**src/rtl/speed_run_pkg.sv**
```systemverilog
// Constants for the speed step and run command selection block.
package speed_run_pkg;

	// Multi-function input function codes.
	localparam logic [7:0] FN_THREE_WIRE = 8'h00;
	localparam logic [7:0] FN_STEP0      = 8'h03;
	localparam logic [7:0] FN_STEP1      = 8'h04;
	localparam logic [7:0] FN_STEP2      = 8'h05;
	localparam logic [7:0] FN_JOG        = 8'h06;

	// Analog function codes.
	localparam logic [7:0] AN_AUX1   = 8'h02;
	localparam logic [7:0] AN_AUX2   = 8'h03;
	localparam logic [7:0] AN_UNUSED = 8'h1F;

	// Frequency source values.
	localparam logic [2:0] FSRC_OPERATOR  = 3'h0;
	localparam logic [2:0] FSRC_TERMINALS = 3'h1;

	// Run source values and reset default.
	localparam logic [1:0] RSRC_OPERATOR = 2'h0;
	localparam logic [1:0] RSRC_TERMINAL = 2'h1;
	localparam logic [1:0] RSRC_SERIAL   = 2'h2;
	localparam logic [1:0] RSRC_OPTION   = 2'h3;
	localparam logic [1:0] RSRC_RESET    = 2'h1;

	// Multi-function input index used for direction after three-wire init (input 3 = index 0).
	localparam int DIR_INIT_INDEX = 0;

	// Least run hold time and clock rate.
	localparam int HOLD_MS      = 50;
	localparam int CLK_HZ       = 40_000_000;
	localparam int HOLD_CYCLES  = (HOLD_MS * (CLK_HZ / 1000));

endpackage : speed_run_pkg

```
**src/rtl/speed_step_and_run_select.sv**
```systemverilog
// Speed reference step selection and run command decoding for the drive.
`timescale 1ns/1ps
`default_nettype none
module speed_step_and_run_select #(
	parameter int MI_COUNT    = 8,                             // Number of multi-function inputs.
	parameter int FW          = 16,                            // Width of a frequency word.
	parameter int HOLD_CYCLES = speed_run_pkg::HOLD_CYCLES     // Run hold qualification count.
) (
	input  wire logic                  ref_clk,
	input  wire logic                  rst_b,
	input  wire logic                  forward_run_input,
	input  wire logic                  reverse_run_input,
	input  wire logic [MI_COUNT-1:0]   multi_input_pin,
	input  wire logic [MI_COUNT*8-1:0] multi_input_function,
	input  wire logic                  init_three_wire,
	input  wire logic [2:0]            freq_source_select,
	input  wire logic [1:0]            run_source_select,
	input  wire logic [7:0]            second_analog_function,
	input  wire logic [7:0]            third_analog_function,
	input  wire logic [FW-1:0]         first_analog_input,
	input  wire logic [FW-1:0]         second_analog_input,
	input  wire logic [FW-1:0]         third_analog_input,
	input  wire logic [8*FW-1:0]       preset_freq,
	input  wire logic [FW-1:0]         jog_preset_freq,
	input  wire logic                  key_run,
	input  wire logic                  key_stop,
	input  wire logic                  key_jog,
	input  wire logic                  key_reverse,
	output logic [FW-1:0]              freq_reference,
	output logic [3:0]                 step_index,
	output logic                       jog_active,
	output logic                       run_forward,
	output logic                       run_reverse,
	output logic                       three_wire_mode
);

	// Refuse settings the logic cannot serve; the drive has at most ten multi-function inputs.
	if (MI_COUNT < 1 || MI_COUNT > 10 || FW < 1 || HOLD_CYCLES < 1) begin : g_bad_param
		$error("speed_step_and_run_select: bad parameter");
	end

	// Two-flop synchronisers for every contact pin; stage one is read only by stage two.
	localparam int NPIN = MI_COUNT + 2;
	logic [NPIN-1:0] sync1_reg, sync1_next;
	logic [NPIN-1:0] sync2_reg, sync2_next;

	always_comb begin
		sync1_next = {multi_input_pin, reverse_run_input, forward_run_input};
		sync2_next = sync1_reg;
	end

	always_ff @(posedge ref_clk or negedge rst_b) begin
		if (!rst_b) begin
			sync1_reg <= '0;
			sync2_reg <= '0;
		end else begin
			sync1_reg <= sync1_next;
			sync2_reg <= sync2_next;
		end
	end

	// Clean levels after synchronisation.
	logic                fwd_in;
	logic                rev_in;
	logic [MI_COUNT-1:0] mi_in;
	assign fwd_in = sync2_reg[0];
	assign rev_in = sync2_reg[1];
	assign mi_in  = sync2_reg[NPIN-1:2];

	// Decode function codes per input; an input with a code contributes its level.
	logic [MI_COUNT-1:0] is_s0, is_s1, is_s2, is_jog, is_dir;
	genvar gi;
	generate
		for (gi = 0; gi < MI_COUNT; gi++) begin : g_decode
			logic [7:0] fn;
			assign fn         = multi_input_function[gi*8 +: 8];
			assign is_s0[gi]  = (fn == speed_run_pkg::FN_STEP0);
			assign is_s1[gi]  = (fn == speed_run_pkg::FN_STEP1);
			assign is_s2[gi]  = (fn == speed_run_pkg::FN_STEP2);
			assign is_jog[gi] = (fn == speed_run_pkg::FN_JOG);
			// Three-wire init forces input 3 to carry direction.
			assign is_dir[gi] = (fn == speed_run_pkg::FN_THREE_WIRE) ||
				(init_three_wire && gi == speed_run_pkg::DIR_INIT_INDEX);
		end
	endgenerate

	// Step bits and jog are the OR of all inputs that hold that function.
	logic [2:0] step_bits;
	logic       jog_sel;
	logic       dir_sel;
	logic       three_wire;
	assign step_bits  = {|(is_s2 & mi_in), |(is_s1 & mi_in), |(is_s0 & mi_in)};
	assign jog_sel    = |(is_jog & mi_in);
	assign dir_sel    = |(is_dir & mi_in);
	assign three_wire = |is_dir;

	// Reference selection; jog wins over every step.
	logic [FW-1:0] freq_next;
	logic [3:0]    step_next;
	always_comb begin
		freq_next = '0;
		step_next = {1'b0, step_bits} + 4'h1;
		if (jog_sel) begin
			freq_next = jog_preset_freq;
			step_next = 4'h9;
		end else begin
			unique case (step_bits)
				3'h0: freq_next = (freq_source_select == speed_run_pkg::FSRC_TERMINALS) ?
					first_analog_input : preset_freq[0 +: FW];
				3'h1: freq_next = (second_analog_function == speed_run_pkg::AN_AUX1) ?
					second_analog_input : preset_freq[FW +: FW];
				3'h2: freq_next = (third_analog_function == speed_run_pkg::AN_AUX2) ?
					third_analog_input : preset_freq[2*FW +: FW];
				default: freq_next = preset_freq[step_bits*FW +: FW];
			endcase
		end
	end

	// Run decode per source; serial and option sources are handled elsewhere and give no run here.
	localparam int HCW = $clog2(HOLD_CYCLES + 1);
	logic [HCW-1:0] hold_cnt_reg, hold_cnt_next;
	logic           latch_reg, latch_next;
	logic           key_run_reg, key_run_next;
	logic           key_rev_reg, key_rev_next;
	logic           fwd_next, rev_next;

	always_comb begin
		hold_cnt_next = '0;
		latch_next    = latch_reg;
		key_run_next  = key_run_reg;
		key_rev_next  = key_rev_reg;
		fwd_next      = 1'b0;
		rev_next      = 1'b0;
		unique case (run_source_select)
			speed_run_pkg::RSRC_OPERATOR: begin
				// Keypad only; stop wins over run if both pressed.
				latch_next = 1'b0;
				if (key_stop)
					key_run_next = 1'b0;
				else if (key_run || key_jog)
					key_run_next = 1'b1;
				key_rev_next = key_reverse;
				fwd_next = key_run_next && !key_rev_next;
				rev_next = key_run_next && key_rev_next;
			end
			speed_run_pkg::RSRC_TERMINAL: begin
				key_run_next = 1'b0;
				if (three_wire) begin
					// Run input must be seen for the full hold time before it latches.
					if (fwd_in && hold_cnt_reg < HCW'(HOLD_CYCLES))
						hold_cnt_next = hold_cnt_reg + 1'b1;
					else if (fwd_in)
						hold_cnt_next = hold_cnt_reg;
					if (!rev_in)
						latch_next = 1'b0;
					else if (hold_cnt_next == HCW'(HOLD_CYCLES))
						latch_next = 1'b1;
					fwd_next = latch_next && !dir_sel;
					rev_next = latch_next && dir_sel;
				end else begin
					latch_next = 1'b0;
					// Both on together is contradictory, so neither runs.
					fwd_next = fwd_in && !rev_in;
					rev_next = rev_in && !fwd_in;
				end
			end
			default: begin
				latch_next   = 1'b0;
				key_run_next = 1'b0;
			end
		endcase
	end

	// Registered outputs.
	always_ff @(posedge ref_clk or negedge rst_b) begin
		if (!rst_b) begin
			hold_cnt_reg    <= '0;
			latch_reg       <= 1'b0;
			key_run_reg     <= 1'b0;
			key_rev_reg     <= 1'b0;
			freq_reference  <= '0;
			step_index      <= 4'h1;
			jog_active      <= 1'b0;
			run_forward     <= 1'b0;
			run_reverse     <= 1'b0;
			three_wire_mode <= 1'b0;
		end else begin
			hold_cnt_reg    <= hold_cnt_next;
			latch_reg       <= latch_next;
			key_run_reg     <= key_run_next;
			key_rev_reg     <= key_rev_next;
			freq_reference  <= freq_next;
			step_index      <= step_next;
			jog_active      <= jog_sel;
			run_forward     <= fwd_next;
			run_reverse     <= rev_next;
			three_wire_mode <= three_wire;
		end
	end

	// Jog wins: one cycle later the step index is 9 and the reference is the jog preset.
	AST_JOG_PRIORITY: assert property (@(posedge ref_clk) disable iff (!rst_b)
		jog_sel |=> (step_index == 4'h9 && freq_reference == $past(jog_preset_freq)))
		else $error("jog not given priority");
	AST_STEP_NUMBER: assert property (@(posedge ref_clk) disable iff (!rst_b)
		!jog_sel |=> step_index == {1'b0, $past(step_bits)} + 4'h1)
		else $error("step index wrong");
	AST_STEP1_SRC: assert property (@(posedge ref_clk) disable iff (!rst_b)
		(!jog_sel && step_bits == 3'h0 && freq_source_select == 3'h1)
		|=> freq_reference == $past(first_analog_input))
		else $error("step 1 source wrong");
	AST_STEP2_SRC: assert property (@(posedge ref_clk) disable iff (!rst_b)
		(!jog_sel && step_bits == 3'h1 && second_analog_function == 8'h1F)
		|=> freq_reference == $past(preset_freq[FW +: FW]))
		else $error("step 2 source wrong");
	AST_STEP3_SRC: assert property (@(posedge ref_clk) disable iff (!rst_b)
		(!jog_sel && step_bits == 3'h2 && third_analog_function == 8'h03)
		|=> freq_reference == $past(third_analog_input))
		else $error("step 3 source wrong");
	AST_NO_RUN_OTHER: assert property (@(posedge ref_clk) disable iff (!rst_b)
		run_source_select[1] |=> !run_forward && !run_reverse)
		else $error("run from serial or option source");
	AST_KEY_STOP: assert property (@(posedge ref_clk) disable iff (!rst_b)
		(run_source_select == 2'h0 && key_stop) |=> !run_forward && !run_reverse)
		else $error("keypad stop ignored");
	AST_TWO_WIRE_FWD: assert property (@(posedge ref_clk) disable iff (!rst_b)
		(run_source_select == 2'h1 && !three_wire && fwd_in && !rev_in) |=> run_forward)
		else $error("two-wire forward missing");
	AST_TWO_WIRE_REV: assert property (@(posedge ref_clk) disable iff (!rst_b)
		(run_source_select == 2'h1 && !three_wire && !rev_in) |=> !run_reverse)
		else $error("two-wire reverse not stopped");
	AST_THREE_WIRE: assert property (@(posedge ref_clk) disable iff (!rst_b)
		(init_three_wire || multi_input_function[7:0] == 8'h00) |=> three_wire_mode)
		else $error("three-wire not selected");
	AST_STOP_CLEARS: assert property (@(posedge ref_clk) disable iff (!rst_b)
		(run_source_select == 2'h1 && three_wire && !rev_in) |=> !latch_reg && !run_forward)
		else $error("stop did not clear latch");
	AST_SHORT_PULSE: assert property (@(posedge ref_clk) disable iff (!rst_b)
		(HOLD_CYCLES > 1 && three_wire && $rose(fwd_in) && !latch_reg) |=> !latch_reg)
		else $error("latched before hold time");

	COV_JOG:   cover property (@(posedge ref_clk) disable iff (!rst_b) jog_active);
	COV_STEP8: cover property (@(posedge ref_clk) disable iff (!rst_b) step_index == 4'h8);
	COV_LATCH: cover property (@(posedge ref_clk) disable iff (!rst_b)
		latch_reg && !fwd_in && run_reverse);

endmodule : speed_step_and_run_select
`default_nettype wire

```
**config.mk**
```make
export PLATFORM = sky130hd
export DESIGN_NAME = speed_step_and_run_select
export DESIGN_NICKNAME = d
export VERILOG_FILES = /design/src/rtl/speed_run_pkg.sv /design/src/rtl/speed_step_and_run_select.sv
export SDC_FILE = /design/constraint.sdc
export NUM_CORES = 1
export LEC_CHECK = 0
export ABC_AREA = 0
export BUFFER_PORTS_ARGS = -buffer_cell sky130_fd_sc_hd__buf_4
export CORE_UTILIZATION = 24
export CTS_CLUSTER_DIAMETER = 30
export CTS_CLUSTER_SIZE = 30
export DETAILED_ROUTE_END_ITERATION = 10
export GPL_TIMING_DRIVEN = 0
export HOLD_SLACK_MARGIN = 0.08
export SLEW_MARGIN = 15
export SYNTH_ARGS = -nofsm -noshare
export SYNTH_HDL_FRONTEND = slang
export SYNTH_SLANG_ARGS = --single-unit
```
**constraint.sdc**
```tcl
create_clock -name ref_clk -period 3.48 [get_ports ref_clk]
set_input_delay 0.174 -clock ref_clk [delete_from_list [all_inputs] [get_ports ref_clk]]
set_output_delay 0.174 -clock ref_clk [all_outputs]
set_load 0.02 [all_outputs]
```
== Word-level counts from Yosys, hierarchy flattened ==
Cells that the tools add are included.
Word-level totals
  register bits after elaboration: 67
  latch bits: 0
  RAM bits: 0
  memory bits (read-only): 0
  logic and storage cells: 114
  memories: 0
Operators by class
  add/sub/neg operators: 2
  multipliers: 0
  divide/modulo/power cells: 0
  order comparisons: 1
  equal/unequal tests: 39
  shift-type cells: 1
  muxes and demuxes: 26
  bitwise operators: 5
  reduce and logical (&&, ||, !) cells: 29
Operators with widths (number)
  equality test 8 x 3 -> 1 bit, second input constant: 24
  indexed part select 128 x 8 -> 16 bit: 1
  2-to-1 mux 21 bit: 6
  equality test 8 x 2 -> 1 bit, second input constant: 10
  logical NOT 8 bit: 8
  2-to-1 mux 16 bit: 4
  case mux 16 bit (3 select lines): 1
  OR reduction 8 bit: 6
  bitwise AND 8 bit: 5
  adder 21 x 1 -> 21 bit, second input constant: 1
  equality test 21 bit, second input constant: 1
  less-than comparator 21 bit, second input constant: 1
  2-to-1 mux 1 bit: 12
  logical AND 1 bit: 7
  equality test 3 x 1 -> 1 bit, second input constant: 2
  adder 3 x 1 -> 4 bit, second input constant: 1
  logical NOT 1 bit: 4
  2-to-1 mux 4 bit: 1
  case mux 1 bit (2 select lines): 2
  equality test 3 x 2 -> 1 bit, second input constant: 1
  logical NOT 3 bit: 1
  equality test 2 x 1 -> 1 bit, second input constant: 1
  logical NOT 2 bit: 1
  logical OR 1 bit: 2

== Logic depth before layout (Yosys ltp) ==
Gate-level depths: netlist of run 1.
  depth after elaboration: 13
  gate-level depth with buffers: 15
  gate-level depth less buffers: 11

== Worst setup path after synthesis of run 1 ==
No wires, ideal clock.
  path kind: in2reg
  from: input multi_input_function[43]
  to: register freq_reference[10]
  setup time: 0.064 ns
  arrival time: 3.258 ns
  data required time: 3.416 ns
  path slack: 0.159 ns
  cell stages on the path: 14
  path buffers: 5
  cell sequence: or4b_1 > or4_1 > and4b_1 > o311ai_2 > a311oi_4 > buf_6 > clkbuf_1 > ha_1 > buf_1 > o31ai_1 > and3_1 > buf_6 > buf_4 > a21o_1
Between the ends
  cells in the longest elaborated chain, start to end: 6
  elaborated cells between the ends (all ways): 18
RTL lines
  start, declared: RTL line speed_step_and_run_select.sv:14  | input wire logic [MI_COUNT*8-1:0] multi_input_function,
  equality test 8 x 2 -> 1 bit, or another cell as far along: RTL line speed_step_and_run_select.sv:77  | assign is_s0[gi] = (fn == speed_run_pkg::FN_STEP0);
  bitwise AND 8 bit: RTL line speed_step_and_run_select.sv:92  | assign step_bits = {|(is_s2 & mi_in), |(is_s1 & mi_in), |(is_s0 & mi_in)};
  OR reduction 8 bit: RTL line speed_step_and_run_select.sv:92
  indexed part select 128 x 8 -> 16 bit, or another cell as far along: RTL line speed_step_and_run_select.sv:114  | default: freq_next = preset_freq[step_bits*FW +: FW];
  case mux 16 bit (3 select lines): RTL line speed_step_and_run_select.sv:107  | unique case (step_bits)
  2-to-1 mux 16 bit *: RTL line speed_step_and_run_select.sv:103  | if (jog_sel) begin
  named net freq_next[10]: RTL line speed_step_and_run_select.sv:98  | logic [FW-1:0] freq_next;
  end signal, assigned: RTL line speed_step_and_run_select.sv:192  | freq_reference <= freq_next;
  end, declared: RTL line speed_step_and_run_select.sv:29  | output logic [FW-1:0] freq_reference,
The timed path passes the listed nets; every way through them passes the cells marked *.

== Worst setup path after layout of run 1 ==
  from: input multi_input_function[43]
  to: register freq_reference[6]
Same word-level chain as after synthesis.

==> summary.txt, run 1 <==
Power
  – Leakage: 4.62 nW
  – Peak VDD IR: 0.000158 V
  – PD cells: 259 nW/um^2

Synthesis
  – Post-synthesis sequential area ratio: 0.278
  – Synth Register Bits: 67
  – Cells after Synth: 627
  – Syn Std Cell Area: 6030 um^2
  – Yosys cell types: 80
  – Simple-gate share of the synthesized area: 0.216
  – EDFF count, synth: 0
  – Post-synth net total: 926
  – Synth async-reset ratio: 1.00
  – Xor-xnor portion of the synthesized cell area: 0.0290
  – Post-synth top area share: 0.274
  – Area leader, netlist: dfrtp_1
  – Synth warn: 0
  – Compound-Gate Fraction of Synth Area: 0.162
  – Post-Synth Adder-Cell Area: 0.0104
  – Synthesized area per cell: 9.62 um^2
  – Main combinational cell family by area after synthesis: multiplexers
  – Main synth FF type: dfrtp_1
  – Ranking of synthesized cells by area: dfrtp_1 27%, mux2_2 9.5%, mux2i_1 8.1%
  – Post-synthesis mux area share: 0.244

Cells and area
  – Diodes inserted: 0
  – Area delta synth->final: 53.6%
  – Nets: 1265
  – Cell area after layout: 9260 um^2
  – Max reg flops: 21
  – Storage element area: 1680 um^2
  – Share of layout cells above drive strength 1: 0.477
  – Most common cell after layout, fill and taps aside: buf_4
  – Area of the multi-input gates: 4010 um^2
  – Final core occ: 0.379
  – Fillcell total: 2545
  – Most frequent cells in the layout: 322 x buf_4, 66 x dfrtp_1, 51 x mux2_2, 49 x mux2i_1, 45 x nand2_1

GRT
  – Total congestion overflow: 0
  – Total track usage: 0.184
  – Vias in the first global route: 6695
  – Initial antenna violation count: 0
  – Largest net degree at the start of global routing: 68
  – First-pass GRT wire length: 36500 um

CTS
  – # clock sinks: 67
  – CTS tree: built
  – Htree depth: 3
  – Root Driver: clkbuf_16
  – CTS clk-pin slew, worst paths: 0.06 ns
  – Clk_lat worst skew: 0.33 ns
  – Max clock buf depth: 2
  – CTS Buf Count: 9

Setup path
  – Delay of the slowest critical-path stage: 0.54 ns
  – Setup crit start kind: primary input
  – Crit path required time: 3.73 ns
  – WS Path Type: primary input to flop
  – CP bufs+invs: 4
  – Critical Path AT: roughly 3.6 ns
  – Crit end category: flop
  – Critical path fanouts, max: 20
  – Critical path, cell by cell: buf_4, or4b_1, or4_1, and4b_1, o311ai_2, a311oi_4, buf_8, ha_1, clkbuf_2, o31ai_4, nand3_4, buf_12, o221ai_2, a21o_1
  – CP top delay family: simple AND/OR/NAND/NOR gates
  – Crit-path slowest cell: or4b_1

Drt
  – WL per Instance: 18.7 um
  – Post-DR vias/cell: 4.94
  – Initial DRT Pass Iterations: 5
  – Antenna-violating nets left: 0
  – Total number of vias: 6397
  – Total detailed-routing wirelength: 24200 um
  – DR iter-0 viols: 307
  – Drt drc: 0

Die
  – Die area: 25800 um^2
  – Core Rows: 57
  – Die Wd: 161 um
  – Core Area: 24500 um^2
  – Starting density of the core: 0.247
  – Io pins: 318
  – Die Ht: roughly 160 um

STA
  – Fin. Hold Viols: 0
  – Min Hold Slack: 0.0887 ns
  – Worst Tran Pin Value: 1.11 ns
  – Final period util: 0.951
  – Slew Viols, Final: 0
  – Final Setup Violations: 0
  – Slew headroom: 0.261
  – Fin Clk Skew: 0.00777 ns
  – RSZ-0062 raised after global routing: no
  – Fin Setup TNS: 0 ns
  – Minimum clock period: roughly 3.3 ns
  – Max Clk Rate: approximately 0.30 GHz

Status
  – Outcome: finished clean

Placed design
  – PortBufs: around 320
  – Placement Cell Area: 8820 um^2
  – Detail Placement HPWL: 20200 um
  – Gpl congestion: 0.872

Run
  – Max cap viols: 0

Hold path
  – Class of the worst hold path: primary input to flop
cells in the mapped netlist, types with 7 or more instances:
cell      number
mux2_4        22
a222oi_1      16
inv_1         26
mux2i_1       49
o221ai_2      11
nor4_1        15
o21ai_0       17
dfrtp_1       66
nand4_1       13
clkbuf_1      13
mux2_2        51
nand3b_1      16
o21ai_1        9
a21o_1        16
nand3_1       18
and3_1        11
buf_6         10
a21oi_1        7
mux2_1         7
nor3_1        10
xor2_1         8
nand2_1       45
nor2_1        42
xnor2_1       12
routing by layer:
metal | global-route usage | vias up | routed length, um
met5 | 0 | - | 0
met3 | 0.0256 | 28 | 1470
met1 | 0.226 | 3024 | 10300
met4 | 0.0706 | 0 | 647
met2 | 0.324 | 272 | 11900
li1 | - | 3073 | -
power breakdown:
part / switching [W] / internal [W]
Clock: 0.000349 / 0.000551
Sequential: 0.0000149 / 0.000815
Combinational: 0.000271 / 0.000393
kinds of logic (layout without fill, tap and decap cells):
logic type | after synthesis | in the layout
DFF | 67 | 67
buffers and inverters | 65 | 408
AOI/OAI and AO/OA | 116 | 116
muxes | 129 | 129
xor gates and xnor gates | 20 | 20
adders and majority gates | 5 | 5
and+or+nand+nor | 225 | 225
worst reg2reg max path: stages (launching register included):
cell and delay, ns:
dfrtp_1 0.42, nor4b_4 0.15, nand4_1 0.09, and4b_1 0.23, o311ai_2 0.15, a311oi_4 0.39, buf_8 0.25, inv_2 0.07
ha_1 0.36, o31ai_4 0.30, nand3_4 0.18, buf_12 0.22, o221ai_2 0.25, a21o_1 0.17
timing repair:
item | in CTS | in global routing
hold buffers | 13 | 0
setup endpoints to repair | 16 | 12
pin swaps | 1 | 0
endpoints found under the hold margin | 77 | 0
gates resized for setup | 2 | 10
setup buffers | 1 | 0
final timing paths:
path	startpoint	to	slack, ns	depth (start not counted)
worst min-delay path	key_reverse	run_reverse	0.09	3
min in group asynchronous	rst_b	hold_cnt_reg[0]	0.51	2
worst min register to register	sync1_reg[3]	sync2_reg[3]	0.35	0
worst max-delay path	multi_input_function[43]	freq_reference[6]	0.17	14
max in group asynchronous	rst_b	sync2_reg[0]	2.39	2
worst max register to register	sync2_reg[2]	freq_reference[6]	0.18	13
per-stage QoR:
stage | instances | total power (W) | setup WS [ns]
after floorplan | 627 | 0.00109 | 0.159
after global placement | 1268 | 0.00149 | -0.833
after detailed placement | 1268 | 0.00150 | -0.888
after CTS | 1296 | 0.00243 | -0.00388
after global routing | 1294 | 0.00251 | 0.00833
final | 1294 | 0.00239 | 0.171
cell type report:
class,count,area share
clock inverters,6,0.00729
repair buffers,331,0.272
plain buffers,33,0.0274
multi-input cells,495,0.433
flip-flops and latches,67,0.181
clock buffers,9,0.0243
inverters,29,0.0118
well taps,324,0.0438
Power figures use the tool's default switching activity.
==> inputs of run 2 (changes only) <==
--- a/config.mk
+++ b/config.mk
@@ -15,2 +15,3 @@
 export HOLD_SLACK_MARGIN = 0.08
+export SETUP_SLACK_MARGIN = 0.1
 export SLEW_MARGIN = 15
==> constraint.sdc (replaced) <==
create_clock -name ref_clk -period 3.48 [get_ports ref_clk]
set_input_delay 1.044 -clock ref_clk [delete_from_list [all_inputs] [get_ports ref_clk]]
set_output_delay 1.044 -clock ref_clk [all_outputs]
set_load 0.02 [all_outputs]
==> run 2 against run 1 <==
Net effect:
- the run now ends with negative setup slack left
- via count is 1.4% lower
- combinational power is 2% higher
- clock-buffer cell count is 5 higher
- sequential share of layout area is 0.44 points lower
- setup slack worse by 0.58 ns
- cell area is 2.5% higher
- cell count is 0.31% higher
- worst hold slack better by 0.26 ns
- critical path type unchanged
==> summary.txt, run 2 (synthesis results as in run 1) <==
Setup path
  – Critical path fanouts, max: 6 (was 20)
  – WS Path Type: primary input to flop (unchanged)
  – Crit path required time: 3.68 ns (was 3.73 ns)
  – Setup crit start kind: primary input (unchanged)
  – Critical Path AT: 4.09 ns (was 3.56 ns)
  – Crit end category: flop (unchanged)

STA
  – Max Clk Rate: 0.257 GHz (was 0.302 GHz)
  – Min Hold Slack: 0.344 ns (was 0.0887 ns)
  – Worst Tran Pin Value: 1.11 ns (about the same)
  – RSZ-0062 raised after global routing: yes (was no)
  – Slew headroom: 0.257 (was 0.261)
  – Final WS setup: -0.406 ns (was 0.171 ns)
  – Slew Viols, Final: 0 (unchanged)
  – Final Setup Violations: 16 (was 0)
  – Minimum clock period: 3.89 ns (was 3.31 ns)
  – Fin. Hold Viols: 0 (unchanged)
  – Fin Clk Skew: 0.00933 ns (was 0.00777 ns)
  – Final period util: 1.12 (was 0.951)

Drt
  – Initial DRT Pass Iterations: 7 (was 5)
  – Met3 WL: 1720 um (was 1470 um)
  – Total detailed-routing wirelength: 24400 um (was 24200 um)
  – DR iter-0 viols: 312 (was 307)
  – Drt drc: 0 (unchanged)
  – Wire length on met2: 12100 um (was 11900 um)
  – Metal1 wirelength: 9970 um (was 10300 um)
  – WL per Instance: 18.8 um (was 18.7 um)
  – Total number of vias: 6307 (was 6397)
  – Antenna-violating nets left: 0 (unchanged)
  – Highest routed layer: met4 (unchanged)
  – Post-DR vias/cell: 4.86 (was 4.94)

Die
  – Starting density of the core: 0.247 (unchanged)
  – Core Rows: 57 (unchanged)
  – Core Area: 24500 um^2 (unchanged)
  – Die Wd: 161 um (unchanged)
  – Die area: 25800 um^2 (unchanged)
  – Die Ht: 161 um (unchanged)
  – Io pins: 318 (unchanged)

Placed design
  – Gpl congestion: 0.862 (was 0.872)
  – Placed Cells: 1268 (unchanged)
  – PortBufs: 317 (unchanged)
  – Pre-CTS setup slack: -1.00 ns (was -0.888 ns)
  – Detail Placement HPWL: 20000 um (was 20200 um)

GRT
  – Total track usage: 0.188 (was 0.184)
  – Total congestion overflow: 0 (unchanged)
  – Vias in the first global route: 6509 (was 6695)
  – First-pass GRT wire length: 36900 um (was 36500 um)
  – Initial antenna violation count: 0 (unchanged)
  – Largest net degree at the start of global routing: 68 (unchanged)

Status
  – Outcome: finished with violations (was finished clean)
  – Failing checks: negative setup slack

CTS
  – Htree depth: 3 (unchanged)
  – Root Driver: clkbuf_16 (unchanged)
  – CTS tree: built (unchanged)
  – # clock sinks: 67 (unchanged)
  – Clk_lat worst skew: 0.33 ns (about the same)
  – CTS clk-pin slew, worst paths: 0.05 ns (was 0.06 ns)
  – Max clock buf depth: 2 (unchanged)
  – CTS Buf Count: 9 (unchanged)

Cells and area
  – Max reg flops: 21 (unchanged)
  – Most frequent cells in the layout: 328 x buf_4, 66 x dfrtp_1, 51 x mux2_2, 49 x mux2i_1, 45 x nand2_1 (was 322 x buf_4, 66 x dfrtp_1, 51 x mux2_2, 49 x mux2i_1, 45 x nand2_1)
  – Share of layout cells above drive strength 1: 0.502 (was 0.477)
  – Nets: 1268 (was 1265)
  – Most common cell after layout, fill and taps aside: buf_4 (unchanged)
  – Area delta synth->final: 57.4% (was 53.6%)
  – Fin cells: 1298 (was 1294)
  – Final core occ: 0.388 (was 0.379)
  – Diodes inserted: 0 (unchanged)

Power
  – PD cells: 249 nW/um^2 (was 259 nW/um^2)
  – Leakage: 4.71 nW (was 4.62 nW)
  – Peak VDD IR: 0.000208 V (was 0.000158 V)

Run
  – Max cap viols: 0 (unchanged)

Hold path
  – Class of the worst hold path: flop to flop (was primary input to flop)
-- run 2: cell count changes in the layout (fill, tap and decap cells not counted), sizes merged --
cell,previous run,this run
buf,340,353
bufinv,1,0
clkbuf,20,28
clkinv,3,1
clkinvlp,2,1
dlygate4sd3,13,0
-- run 2: power by group --
part / internal [W] / leakage, nW / switching, W
clock network: 0.000521 / 0.133 / 0.000333
registers: 0.000816 / 0.846 / 0.0000162
logic: 0.000400 / 3.74 / 0.000276
total: 0.00174 / 4.71 / 0.000625
-- run 2: timing repair --
action,in CTS,in global routing
buffers inserted,11,1
endpoints found under the setup margin,18,16
pin swaps,19,4
gates cloned,2,0
hold buffers,0,0
gates resized for setup,25,4
-- run 2: cell type report --
class	instances	area, um^2
Clock inverter	2	12.5
Fill cell	2511	15000
Tap cell	324	405
Clock buffer	14	264
Buffer	36	362
Sequential cell	67	1680
Multi-Input combinational cell	495	4140
Timing Repair Buffer	331	2530
Inverter	29	109
-- run 2: per-stage QoR --
stage,instance area [um^2],TNS [ns],power (W)
finish,9500,-4.95,0.00236
global route,9500,-6.02,0.00247
CTS,9470,-4.65,0.00240
detailed placement,8920,-15.54,0.00150
global placement,8920,-15.46,0.00149
floorplan,6130,-6.16,0.00110
-- run 2: path summary, 6_finish.rpt --
path	start	depth (start not counted)	to	slack, ns
worst max-delay path	multi_input_function[44]	15	freq_reference[7]	-0.41
worst min-delay path	sync1_reg[9]	0	sync2_reg[9]	0.34
max in group asynchronous	rst_b	1	sync1_reg[7]	2.10
worst min register to register	sync1_reg[9]	0	sync2_reg[9]	0.34
worst max register to register	sync2_reg[2]	15	freq_reference[7]	0.34
min in group asynchronous	rst_b	1	hold_cnt_reg[8]	0.83
-- run 2: critical path: stages --
cell and delay (ns):
buf_6 0.09, or4b_4 0.53, or4_4 0.43, and4b_1 0.22, o311ai_4 0.09, a311oi_4 0.09
buf_6 0.16, clkbuf_16 0.15, ha_4 0.16, buf_8 0.13, clkbuf_16 0.15, a222oi_1 0.30
nand3b_1 0.20, o221ai_4 0.12, a21o_1 0.22
-- run 2: routing by layer --
layer | GRT usage | vias up
met5 | 0 | -
met4 | 0.0693 | 0
met3 | 0.0359 | 31
met2 | 0.330 | 264
met1 | 0.226 | 2932
li1 | - | 3080
